`config.mk`:
```
export PLATFORM = sky130hd
export DESIGN_NAME = rpm_top
export DESIGN_NICKNAME = d
export VERILOG_FILES = /design/src/hw/rpm_pkg.sv /design/src/hw/rpm_top.sv
export SDC_FILE = /design/constraint.sdc
export NUM_CORES = 1
export LEC_CHECK = 0
export BUFFER_PORTS_ARGS = -buffer_cell sky130_fd_sc_hd__buf_4
export CORE_ASPECT_RATIO = 1.25
export CORE_UTILIZATION = 40
export DETAILED_ROUTE_END_ITERATION = 12
export PLACE_DENSITY = 0.67
export SLEW_MARGIN = 20
export SYNTH_ARGS = -nofsm -noshare
export SYNTH_HDL_FRONTEND = slang
export SYNTH_SLANG_ARGS = --single-unit
```
`constraint.sdc`:
```
create_clock -name aclk -period 2.8 [get_ports aclk]
set_clock_uncertainty 0.1 [all_clocks]
set_input_delay 0.14 -clock aclk [delete_from_list [all_inputs] [get_ports aclk]]
set_output_delay 0.14 -clock aclk [all_outputs]
set_load 0.05 [all_outputs]
```
`src/hw/rpm_pkg.sv`:
```
package rpm_pkg;

  // ****************************************************************
  // register map (byte addresses, one word each)
  // ****************************************************************
  // printed offset 0x87 is not a multiple of four: it is an index
  localparam logic [7:0]  PWRCTL_IDX    = 8'h87;
  localparam logic [11:0] PWRCTL_ADDR   = 12'h21c; // 4 * 0x87
  localparam logic [11:0] WDRESTART_ADDR = 12'h000;
  localparam logic [11:0] WDPROG_ADDR   = 12'h004;
  localparam logic [11:0] CONFIG_ADDR   = 12'h008;
  localparam logic [11:0] STATUS_ADDR   = 12'h00c;

  // power_control fields
  localparam int PC_IDLE  = 0;
  localparam int PC_PDOWN = 1;
  localparam int PC_POF   = 4;
  localparam int PC_POWERDOWN_EXIT_MODE = 5;
  localparam logic [7:0] PC_RESET = 8'h00;

  // watchdog_program_reg fields
  localparam int WP_DISRO = 0;
  localparam int WP_SOFTWARE_RESET_FLAG = 1;
  localparam int WP_WDOVF = 2;
  localparam int WP_WDIDL = 3;

  // sequence bytes
  localparam logic [7:0] SEQ_SW_A = 8'h5a;
  localparam logic [7:0] SEQ_SW_B = 8'ha5;
  localparam logic [7:0] SEQ_WD_A = 8'h1e;
  localparam logic [7:0] SEQ_WD_B = 8'he1;

  // reset vectors and fuse codes
  localparam logic [15:0] VEC_BOOT = 16'hf800;
  localparam logic [15:0] VEC_NORM = 16'h0000;
  localparam logic [7:0]  FUSE_00  = 8'h00;
  localparam logic [7:0]  FUSE_FF  = 8'hff;

  // pulse lengths in clock cycles
  localparam logic [5:0] CA_PULSE   = 6'h10; // 16
  localparam logic [5:0] SW_PULSE   = 6'h31; // 49
  localparam logic [5:0] WAKE_PULSE = 6'h02; // 2

  // start-up timer: 16 us at 20 MHz
  localparam int SUT_US     = 16;
  localparam int CLK_MHZ    = 20;
  localparam int SUT_CYCLES = SUT_US * CLK_MHZ;

  typedef enum logic [1:0] {
    RPM_PM_NORMAL,
    RPM_PM_LOW,
    RPM_PM_XLOW
  } rpm_pmode_e;

  typedef enum logic [2:0] {
    RPM_RUN,
    RPM_IDLE,
    RPM_PD,
    RPM_WAKE_TIMED,
    RPM_WAKE_EXT,
    RPM_WAKE_RST
  } rpm_state_e;

  // wake sources grouped together
  typedef struct packed {
    logic       irq0;
    logic       irq1;
    logic       irq0_en;
    logic       irq1_en;
    logic       irq0_type;
    logic       irq1_type;
    logic       kbd_en;
    logic [7:0] kbd_pin_en;
    logic [7:0] kbd_pins;
  } rpm_wake_s;

endpackage

```
`src/hw/rpm_top.sv`:
```
// Summary of operation
// - counter-array watchdog match gives a 16-cycle internal reset pulse
// - counter-array reset pulse never drives the reset pin
// - writing 5A then A5 to restart register gives 49-cycle reset
// - software sequence reset sets the software reset flag
// - any other sequence resets at once, sets overflow and software flags
// - software reset drives reset pin unless reset-output disable is set
// - start at F800 if boot fuse is 00 or store-enable pin low
// - idle stops the CPU clock, and the watchdog unless its idle bit is set; state and pins held
// - idle keeps peripherals and brown-out running; watchdog per idle bit
// - enabled level irq, enabled keypad pin or reset ends idle; interrupt serviced at once
// - hardware clears idle bit and power-down bit on wake
// - power-off flag set by cold reset, software writable, warm kept
// - power-down stops oscillator, brown-out and program memory
// - only level external irqs, enabled keypad pins or the reset pin end power-down
// - exit mode one: falling edge starts timer, clock held until timeout
// - exit mode zero: clock held until wake pin rises again
// - reset-pin wake runs timer; early release gives two-cycle reset
// - power mode chosen from two fuse bytes
// - writing 1E then E1 restarts the hardware watchdog
// - reset-output disable keeps internal pulses off the reset pin
//
// Added by the designer: the AXI4-Lite interface to the registers.
`timescale 1ns/100ps
`default_nettype none

module rpm_top (
  input  wire logic               aclk,
  input  wire logic               aresetn,
  input  wire logic               cold_reset,
  input  wire logic [11:0]        s_axi_awaddr,
  input  wire logic               s_axi_awvalid,
  output logic                    s_axi_awready,
  input  wire logic [31:0]        s_axi_wdata,
  input  wire logic [3:0]         s_axi_wstrb,
  input  wire logic               s_axi_wvalid,
  output logic                    s_axi_wready,
  output logic [1:0]              s_axi_bresp,
  output logic                    s_axi_bvalid,
  input  wire logic               s_axi_bready,
  input  wire logic [11:0]        s_axi_araddr,
  input  wire logic               s_axi_arvalid,
  output logic                    s_axi_arready,
  output logic [31:0]             s_axi_rdata,
  output logic [1:0]              s_axi_rresp,
  output logic                    s_axi_rvalid,
  input  wire logic               s_axi_rready,
  input  wire logic               counter_array_match,
  input  wire rpm_pkg::rpm_wake_s wake,
  input  wire logic               reset_pin_active,
  input  wire logic               program_store_enable_pin,
  input  wire logic [7:0]         bootloader_jump_fuse,
  input  wire logic [7:0]         lp_fuse_one,
  input  wire logic [7:0]         lp_fuse_zero,
  output logic                    internal_reset,
  output logic                    reset_pin_o,
  output logic                    reset_pin_oe_n,
  output logic [15:0]             reset_vector,
  output logic                    cpu_clk_en,
  output logic                    osc_enable,
  output logic                    brownout_enable,
  output logic                    progmem_enable,
  output logic                    watchdog_run,
  output logic                    watchdog_restart,
  output logic                    wake_irq,
  output rpm_pkg::rpm_pmode_e     power_mode
);

  // ****************************************************************
  // state
  // ****************************************************************
  logic [7:0]          power_control_q;
  logic [3:0]          wprog_q;
  logic [7:0]          first_q;
  logic                have_first_q;
  logic [5:0]          pulse_cnt_q;
  logic                pulse_pin_q;
  logic [$clog2(rpm_pkg::SUT_CYCLES+1)-1:0] sut_cnt_q;
  rpm_pkg::rpm_state_e st_q;
  logic                early_rel_q;
  logic                reset_seen_q;
  logic                aw_hold_q;
  logic                w_hold_q;
  logic [11:0]         awaddr_q;
  logic [31:0]         wdata_q;
  logic [3:0]          wstrb_q;
  logic                irq0_d1_q;
  logic                irq1_d1_q;
  logic [7:0]          kbd_d1_q;

  // ****************************************************************
  // axi-lite write path
  // ****************************************************************
  logic wr_fire;
  logic [11:0] wr_addr;
  logic [31:0] wr_data;
  logic        wr_lane0;
  assign s_axi_awready = !aw_hold_q && !s_axi_bvalid;
  assign s_axi_wready  = !w_hold_q && !s_axi_bvalid;
  assign wr_fire  = (aw_hold_q || (s_axi_awvalid && s_axi_awready)) &&
                    (w_hold_q || (s_axi_wvalid && s_axi_wready));
  assign wr_addr  = aw_hold_q ? awaddr_q : s_axi_awaddr;
  assign wr_data  = w_hold_q ? wdata_q : s_axi_wdata;
  assign wr_lane0 = w_hold_q ? wstrb_q[0] : s_axi_wstrb[0];

  // address and data may arrive in either order; each is held until both are in
  always_ff @(posedge aclk) begin
    if (!aresetn) begin
      aw_hold_q    <= 1'b0;
      w_hold_q     <= 1'b0;
      awaddr_q     <= 12'h000;
      wdata_q      <= 32'h0000_0000;
      wstrb_q      <= 4'h0;
      s_axi_bvalid <= 1'b0;
    end else begin
      if (wr_fire) begin
        aw_hold_q    <= 1'b0;
        w_hold_q     <= 1'b0;
        s_axi_bvalid <= 1'b1;
      end else begin
        if (s_axi_awvalid && s_axi_awready) begin
          aw_hold_q <= 1'b1;
          awaddr_q  <= s_axi_awaddr;
        end
        if (s_axi_wvalid && s_axi_wready) begin
          w_hold_q <= 1'b1;
          wdata_q  <= s_axi_wdata;
          wstrb_q  <= s_axi_wstrb;
        end
        if (s_axi_bvalid && s_axi_bready) begin
          s_axi_bvalid <= 1'b0;
        end
      end
    end
  end

  // unmapped writes still answer okay; nothing stored
  assign s_axi_bresp = 2'b00;

  // decoded byte strobes for the power-control, restart and program registers
  logic wr_power_control;
  logic wr_rst;
  logic wr_prog;
  always_comb begin
    wr_power_control = 1'b0;
    wr_rst  = 1'b0;
    wr_prog = 1'b0;
    if (wr_fire && wr_lane0) begin
      if (wr_addr == rpm_pkg::PWRCTL_ADDR) begin
        wr_power_control = 1'b1;
      end else if (wr_addr == rpm_pkg::WDRESTART_ADDR) begin
        wr_rst = 1'b1;
      end else if (wr_addr == rpm_pkg::WDPROG_ADDR) begin
        wr_prog = 1'b1;
      end
    end
  end

  // ****************************************************************
  // reset sequence detector
  // ****************************************************************
  logic seq_sw;
  logic seq_wd;
  logic seq_bad;
  logic [7:0] wb;
  assign wb      = wr_data[7:0];
  // only the second of two back-to-back writes completes a sequence
  assign seq_sw  = wr_rst && have_first_q && first_q == rpm_pkg::SEQ_SW_A &&
                   wb == rpm_pkg::SEQ_SW_B;
  assign seq_wd  = wr_rst && have_first_q && first_q == rpm_pkg::SEQ_WD_A &&
                   wb == rpm_pkg::SEQ_WD_B;
  assign seq_bad = wr_rst && have_first_q && !seq_sw && !seq_wd;
  assign watchdog_restart = seq_wd;

  // first byte latch; any other register write breaks the pair
  always_ff @(posedge aclk) begin
    if (!aresetn) begin
      have_first_q <= 1'b0;
      first_q      <= 8'h00;
    end else if (wr_rst && !have_first_q) begin
      have_first_q <= 1'b1;
      first_q      <= wb;
    end else if (wr_fire) begin
      have_first_q <= 1'b0;
    end
  end

  // ****************************************************************
  // reset pulse generator
  // ****************************************************************
  logic pulse_active;
  assign pulse_active = pulse_cnt_q != 6'h00;

  // software pulses win over the shorter counter-array pulse
  always_ff @(posedge aclk) begin
    if (!aresetn) begin
      pulse_cnt_q <= 6'h00;
      pulse_pin_q <= 1'b0;
    end else if (seq_sw || seq_bad) begin
      pulse_cnt_q <= rpm_pkg::SW_PULSE;
      pulse_pin_q <= !wprog_q[rpm_pkg::WP_DISRO];
    end else if (counter_array_match && !pulse_active) begin
      pulse_cnt_q <= rpm_pkg::CA_PULSE;
      pulse_pin_q <= 1'b0;
    end else if (st_q == rpm_pkg::RPM_WAKE_RST && sut_cnt_q == '0 && early_rel_q) begin
      pulse_cnt_q <= rpm_pkg::WAKE_PULSE;
      pulse_pin_q <= 1'b0;
    end else if (pulse_active) begin
      pulse_cnt_q <= pulse_cnt_q - 6'h01;
      if (pulse_cnt_q == 6'h01) begin
        pulse_pin_q <= 1'b0;
      end
    end
  end

  assign internal_reset = pulse_active || (st_q == rpm_pkg::RPM_WAKE_RST) ||
                          reset_pin_active;
  // open drain: enable low while driving
  assign reset_pin_o    = 1'b1;
  assign reset_pin_oe_n = !(pulse_active && pulse_pin_q);

  // ****************************************************************
  // watchdog program register and power control
  // ****************************************************************
  // flags set by hardware win over a software clear in the same cycle
  always_ff @(posedge aclk) begin
    if (!aresetn) begin
      wprog_q <= 4'h0;
    end else begin
      if (wr_prog) begin
        wprog_q <= wr_data[3:0];
      end
      if (seq_sw || seq_bad) begin
        wprog_q[rpm_pkg::WP_SOFTWARE_RESET_FLAG] <= 1'b1;
      end
      if (seq_bad) begin
        wprog_q[rpm_pkg::WP_WDOVF] <= 1'b1;
      end
    end
  end

  logic wake_irq_pd;
  logic wake_idle;
  logic rst_rise;
  // ordinary reset keeps the power-off flag; cold reset sets it, a software write loads it
  always_ff @(posedge aclk) begin
    if (!aresetn) begin
      power_control_q[3:0] <= 4'h0;
      power_control_q[7:5] <= 3'h0;
    end else begin
      if (wr_power_control) begin
        power_control_q[3:0] <= wr_data[3:0];
        power_control_q[7:5] <= wr_data[7:5];
      end
      if (wake_idle) begin
        power_control_q[rpm_pkg::PC_IDLE] <= 1'b0;
      end
      if (st_q == rpm_pkg::RPM_PD && (wake_irq_pd || rst_rise)) begin
        power_control_q[rpm_pkg::PC_PDOWN] <= 1'b0;
      end
    end
    // power-off flag sits outside the bus reset on purpose
    if (cold_reset) begin
      power_control_q[rpm_pkg::PC_POF] <= 1'b1;
    end else if (wr_power_control) begin
      power_control_q[rpm_pkg::PC_POF] <= wr_data[rpm_pkg::PC_POF];
    end
  end

  // ****************************************************************
  // wake detection
  // ****************************************************************
  logic       lvl0;
  logic       lvl1;
  logic [7:0] kbd_act;
  logic       irq_fall;
  logic       irq_low;
  assign lvl0 = wake.irq0_en && !wake.irq0_type;
  assign lvl1 = wake.irq1_en && !wake.irq1_type;
  assign kbd_act = wake.kbd_en ? (wake.kbd_pin_en & ~wake.kbd_pins) : 8'h00;
  assign irq_fall = (lvl0 && irq0_d1_q && !wake.irq0) ||
                    (lvl1 && irq1_d1_q && !wake.irq1) ||
                    ((kbd_act & kbd_d1_q) != 8'h00);
  assign irq_low  = (lvl0 && !wake.irq0) || (lvl1 && !wake.irq1) || (kbd_act != 8'h00);
  assign wake_irq_pd = irq_fall;
  assign rst_rise    = reset_pin_active && !reset_seen_q;
  assign wake_idle   = st_q == rpm_pkg::RPM_IDLE && (irq_low || reset_pin_active);

  // previous pin levels for edge detection
  always_ff @(posedge aclk) begin
    if (!aresetn) begin
      irq0_d1_q    <= 1'b1;
      irq1_d1_q    <= 1'b1;
      kbd_d1_q     <= 8'h00;
      reset_seen_q <= 1'b0;
    end else begin
      irq0_d1_q    <= wake.irq0;
      irq1_d1_q    <= wake.irq1;
      kbd_d1_q     <= ~(wake.kbd_pin_en & ~wake.kbd_pins);
      reset_seen_q <= reset_pin_active;
    end
  end

  // ****************************************************************
  // power mode state machine
  // ****************************************************************
  always_ff @(posedge aclk) begin
    if (!aresetn) begin
      st_q        <= rpm_pkg::RPM_RUN;
      sut_cnt_q   <= '0;
      early_rel_q <= 1'b0;
    end else begin
      case (st_q)
        rpm_pkg::RPM_RUN: begin
          if (power_control_q[rpm_pkg::PC_PDOWN]) begin
            st_q <= rpm_pkg::RPM_PD;
          end else if (power_control_q[rpm_pkg::PC_IDLE]) begin
            st_q <= rpm_pkg::RPM_IDLE;
          end
        end
        rpm_pkg::RPM_IDLE: begin
          if (wake_idle) begin
            st_q <= rpm_pkg::RPM_RUN;
          end
        end
        rpm_pkg::RPM_PD: begin
          // timer length fixed; SUT_CYCLES is the only shortening point
          sut_cnt_q   <= ($clog2(rpm_pkg::SUT_CYCLES+1))'(rpm_pkg::SUT_CYCLES);
          early_rel_q <= 1'b0;
          if (rst_rise) begin
            st_q <= rpm_pkg::RPM_WAKE_RST;
          end else if (wake_irq_pd && power_control_q[rpm_pkg::PC_POWERDOWN_EXIT_MODE]) begin
            st_q <= rpm_pkg::RPM_WAKE_TIMED;
          end else if (wake_irq_pd) begin
            st_q <= rpm_pkg::RPM_WAKE_EXT;
          end
        end
        rpm_pkg::RPM_WAKE_TIMED: begin
          // pin level ignored while counting
          if (sut_cnt_q == '0) begin
            st_q <= rpm_pkg::RPM_RUN;
          end else begin
            sut_cnt_q <= sut_cnt_q - 1'b1;
          end
        end
        rpm_pkg::RPM_WAKE_EXT: begin
          if (!irq_low) begin
            st_q <= rpm_pkg::RPM_RUN;
          end
        end
        default: begin
          if (!reset_pin_active) begin
            early_rel_q <= 1'b1;
          end
          if (sut_cnt_q != '0) begin
            sut_cnt_q <= sut_cnt_q - 1'b1;
          end else if (early_rel_q || !reset_pin_active) begin
            st_q <= rpm_pkg::RPM_RUN;
          end
        end
      endcase
    end
  end

  // ****************************************************************
  // clock gating, vector and fuse outputs
  // ****************************************************************
  logic in_pd;
  assign in_pd = st_q == rpm_pkg::RPM_PD;
  assign cpu_clk_en      = st_q == rpm_pkg::RPM_RUN;
  assign osc_enable      = !in_pd;
  assign brownout_enable = !in_pd;
  assign progmem_enable  = !in_pd;
  assign watchdog_run    = st_q == rpm_pkg::RPM_RUN ||
                           (st_q == rpm_pkg::RPM_IDLE && wprog_q[rpm_pkg::WP_WDIDL]);
  // no interrupt logic of its own; wake requests go to the interrupt unit
  assign wake_irq        = 1'b0;

  // vector caught on the last cycle of internal reset
  always_ff @(posedge aclk) begin
    if (!aresetn) begin
      reset_vector <= rpm_pkg::VEC_NORM;
    end else if (internal_reset) begin
      reset_vector <= (bootloader_jump_fuse == rpm_pkg::FUSE_00 || !program_store_enable_pin)
                      ? rpm_pkg::VEC_BOOT : rpm_pkg::VEC_NORM;
    end
  end

  always_comb begin
    if (lp_fuse_zero == rpm_pkg::FUSE_00) begin
      power_mode = rpm_pkg::RPM_PM_NORMAL;
    end else if (lp_fuse_one == rpm_pkg::FUSE_00) begin
      power_mode = rpm_pkg::RPM_PM_XLOW;
    end else begin
      power_mode = rpm_pkg::RPM_PM_LOW;
    end
  end

  // ****************************************************************
  // axi-lite read path
  // ****************************************************************
  always_ff @(posedge aclk) begin
    if (!aresetn) begin
      s_axi_rvalid <= 1'b0;
      s_axi_rdata  <= 32'h0000_0000;
    end else if (s_axi_arvalid && s_axi_arready) begin
      s_axi_rvalid <= 1'b1;
      if (s_axi_araddr == rpm_pkg::PWRCTL_ADDR) begin
        s_axi_rdata <= {24'h000000, power_control_q};
      end else if (s_axi_araddr == rpm_pkg::WDPROG_ADDR) begin
        s_axi_rdata <= {28'h0000000, wprog_q};
      end else if (s_axi_araddr == rpm_pkg::STATUS_ADDR) begin
        s_axi_rdata <= {11'h000, reset_vector, power_mode, st_q};
      end else begin
        s_axi_rdata <= 32'h0000_0000;
      end
    end else if (s_axi_rvalid && s_axi_rready) begin
      s_axi_rvalid <= 1'b0;
    end
  end
  assign s_axi_arready = !s_axi_rvalid;
  assign s_axi_rresp   = 2'b00;
endmodule // rpm_top

`default_nettype wire

```
==> summary.md <==
| Metric | Value |
|---|---|
| Status | finished clean |
| Yosys top cell by area | dfxtp_1 |
| Met3 Use GR | 2.77% |
| Num CTS Buffers | 9 |
| Worst skew pair latency | 0.35 ns |
| Worst Max-Slew Pin Slew | 0.789 ns |
| I/O pins | 187 |
| Final Setup Violations | 0 |
| Clk Tree Root Cell | clkbuf_16 |
| Fin util | 55.2% |
| Cells after DPL | 764 |
| Grt total ovfl | 0 |
| Worst path arrival time | 2.38 ns |
| Syn Area/Cell | 8.78 um^2 |
| CP dominant cell by count | buf_4 |
| Antenna Nets Post-Route | 0 |
| Total Wirelength | 11.2 mm |
| GRT Overall Usage | 18.9% |
| Share of the yosys chip area belonging to registers | 37.2% |
| Residual DRC | 0 |
| Fill count | 987 |
| Largest net degree at the start of global routing | 83 |
| CP max stage cell | dfxtp_1 |
| Worst slew margin | 47.3% |
| Synth Instances | 533 |
| CP bufs+invs | 3 |
| RSZ-0062 raised after global routing | no |
| Finished Layout Cells | 818 |
| Die Ht | 123 um |
| Layout cell share with drive strength beyond 1 | 25.2% |
| Commonest non-fill, non-tap cells in the layout | buf_4, dfxtp_1, nor2b_1, nand2_1, dlygate4sd3_1 |
| Die W | 98.7 um |
| M2 GR Usage | 35.2% |
| Comb pwr share | 36.0% |
| Leak Pwr | 0.00266 uW |
| CTS Sinks | 87 |
| Post-Synthesis Cell Area | 4680 um^2 |
| PD cells | 706 nW/um^2 |
| Worst path max stage delay | 0.45 ns |
| Period utilisation layout | 93.6% |
| CP Max Fanout | 11 |
| Post-synth cell types | 67 |
| H-tree Lvls | 3 |
| Row cnt | 43 |
| Crit path max-delay family | simple AND/OR/NAND/NOR gates |
| CTS tree | built |
| Peak supply drop | 434 uV |
| Fin nets | 801 |
| Number of global-route vias before repair | 4062 |
| Fin. Hold Viols | 0 |
| Ys Warns | 0 |
| Global placement routability congestion | 0.804 |
| Sw Ratio | 36.4% |
| Critical path class | reg -> out |
| Yosys top cell area share | 37.2% |
| Area grow syn2layout | 32.7% |
| Synth Flop Type | dfxtp_1 |
| Die area | 12100 um^2 |
| Maximum clock frequency | 382 MHz |
| Bufs on Longest Clock Path | 2 |
| Global-route wire length before repair | 18.4 mm |
| Commonest non-fill, non-tap cell in the layout | buf_4 |
| Asr flop ratio synth | 0% |
| Sw Pwr | 1600 uW |
| Critical path required time | 2.56 ns |
| Startpoint types | flip-flop |
| Number of synthesized register bits | 87 |
| Routed wire per std cell | 13.7 um |
| Crit path time final | 2.62 ns |
| Via Count | 4171 |
| Setup_tns | 0 ns |
| Internal Power | 2790 uW |
| Most used routing layer | met2 |
| Pre-antenna DRT Iters | 4 |
| Max-Cap Viols | 0 |
| Hold Crit Class | in -> reg |
| Hold slack | 0.00325 ns |
| Synth top area cells | dfxtp_1, buf_4, mux2i_1 |
| EDFF count, synth | 0 |
| Starting Density | 41.6% |
| Final HPWL DP | 7.96 mm |
| DRT iter0 DRCs | 161 |
| Sequential fraction of design power | 35.1% |
| CP cell instances | buf_4 -> mux2_2 -> nor4bb_1 -> and2_2 -> inv_1 -> nor3_2 -> buf_4 |
| Ant. Diodes | 0 |
| CP endpoint kind | primary output |
| Met1 Usage GRT | 21.8% |
| Clk slew on worst S/H paths | 0.06 ns |
| Slew Limit Fails | 0 |
| Clock share of power | 28.8% |
| Initial antenna violation count | 0 |
| Area of the core | 11200 um^2 |
| I/O Buffers | 123 |
| Avg Vias per Cell | 5.10 |
## power by group through the flow
stage / Combinational [uW] / Sequential (uW) / Clock (uW)
global placement: 1500 / 1550 / 0
floorplan: 1220 / 1530 / 0
detailed placement: 1530 / 1560 / 0
CTS: 1590 / 1540 / 1290
global route: 1740 / 1560 / 1330
finish: 1580 / 1540 / 1260
## sequential cells by signal (all words and copies together) (netlist names), 3 cells and up
signal           count
first_q              8
pulse_cnt_q          6
kbd_d1_q             8
sut_cnt_q            9
awaddr_q            12
wdata_q              8
power_control_q      8
s_axi_rdata          9
wprog_q              4
st_q                 3
## layout make-up
type,instances,area (um^2),area share [%]
multi-input combinational,397,2560,41.2
sequential,87,1740,28.0
timing repair buffer,170,1370,22.1
clock buffer,10,229,3.69
tap,135,169,2.72
clock inverter,5,83.8,1.35
inverter,14,52.6,0.846
## path summary, 6_finish.rpt
| check | startpoint | endpoint | slack [ns] | cells past startpoint |
|---|---|---|---|---|
| worst min register to register | first_q[5] | first_q[5] | 0.35 | 2 |
| worst max-delay path | w_hold_q | watchdog_restart | 0.18 | 7 |
| worst min-delay path | s_axi_awaddr[9] | awaddr_q[9] | 0.003 | 3 |
| worst max register to register | sut_cnt_q[0] | sut_cnt_q[6] | 0.33 | 9 |
## metal layers
| layer | up-vias | wire length, um | part of all wire (%) |
|---|---|---|---|
| met2 | 126 | 5710 | 51 |
| li1 | 2076 | - | - |
| met4 | 0 | 131 | 1.2 |
| met1 | 1955 | 4850 | 43 |
| met3 | 14 | 483 | 4.3 |
| met5 | - | 0 | 0 |
## cells in the mapped netlist (5+ instances only)
library cell   n
a21boi_0      13
o21ai_0       22
nand3_1       18
or3_1          9
buf_4         48
nand2_1       40
a21oi_1       18
xnor2_1        7
nor4_1        11
mux2i_1       35
nor2_1        33
clkbuf_1      15
nor2b_1       45
nor3b_1        8
nor3_1        15
nand2b_1       5
mux2_2        10
inv_1         13
dfxtp_1       87
## kinds of logic after synthesis
family	count (synthesis)	share of synthesized area (%)
other cells	2	0.160
fa+ha+maj	4	1.07
xor+xnor	9	1.68
mux	46	10.1
compound gates	84	12.3
buf+inv	83	11.0
simple gates	218	26.4
flops	87	37.2
## per-stage QoR
step | cell area (um^2) | worst slack (ns) | total power [uW]
after CTS | 6210 | 0.162 | 4420
after global routing | 6210 | 0.0404 | 4640
after global placement | 5500 | 0.401 | 3050
final | 6210 | 0.180 | 4380
after detailed placement | 5500 | 0.341 | 3090
after floorplan | 4810 | 0.173 | 2750
## timing repair
item / in CTS / in global routing
resized for setup: 0 / 1
hold endpoints to repair: 36 / 0
setup buffers: 0 / 0
setup endpoints to repair: 0 / 1
hold buffers: 39 / 0
## worst min-delay path, stage by stage
cell	delay, ns
buf_4	0.09
mux2i_1	0.06
nor2b_1	0.10
(Power assumes the default switching activity.)
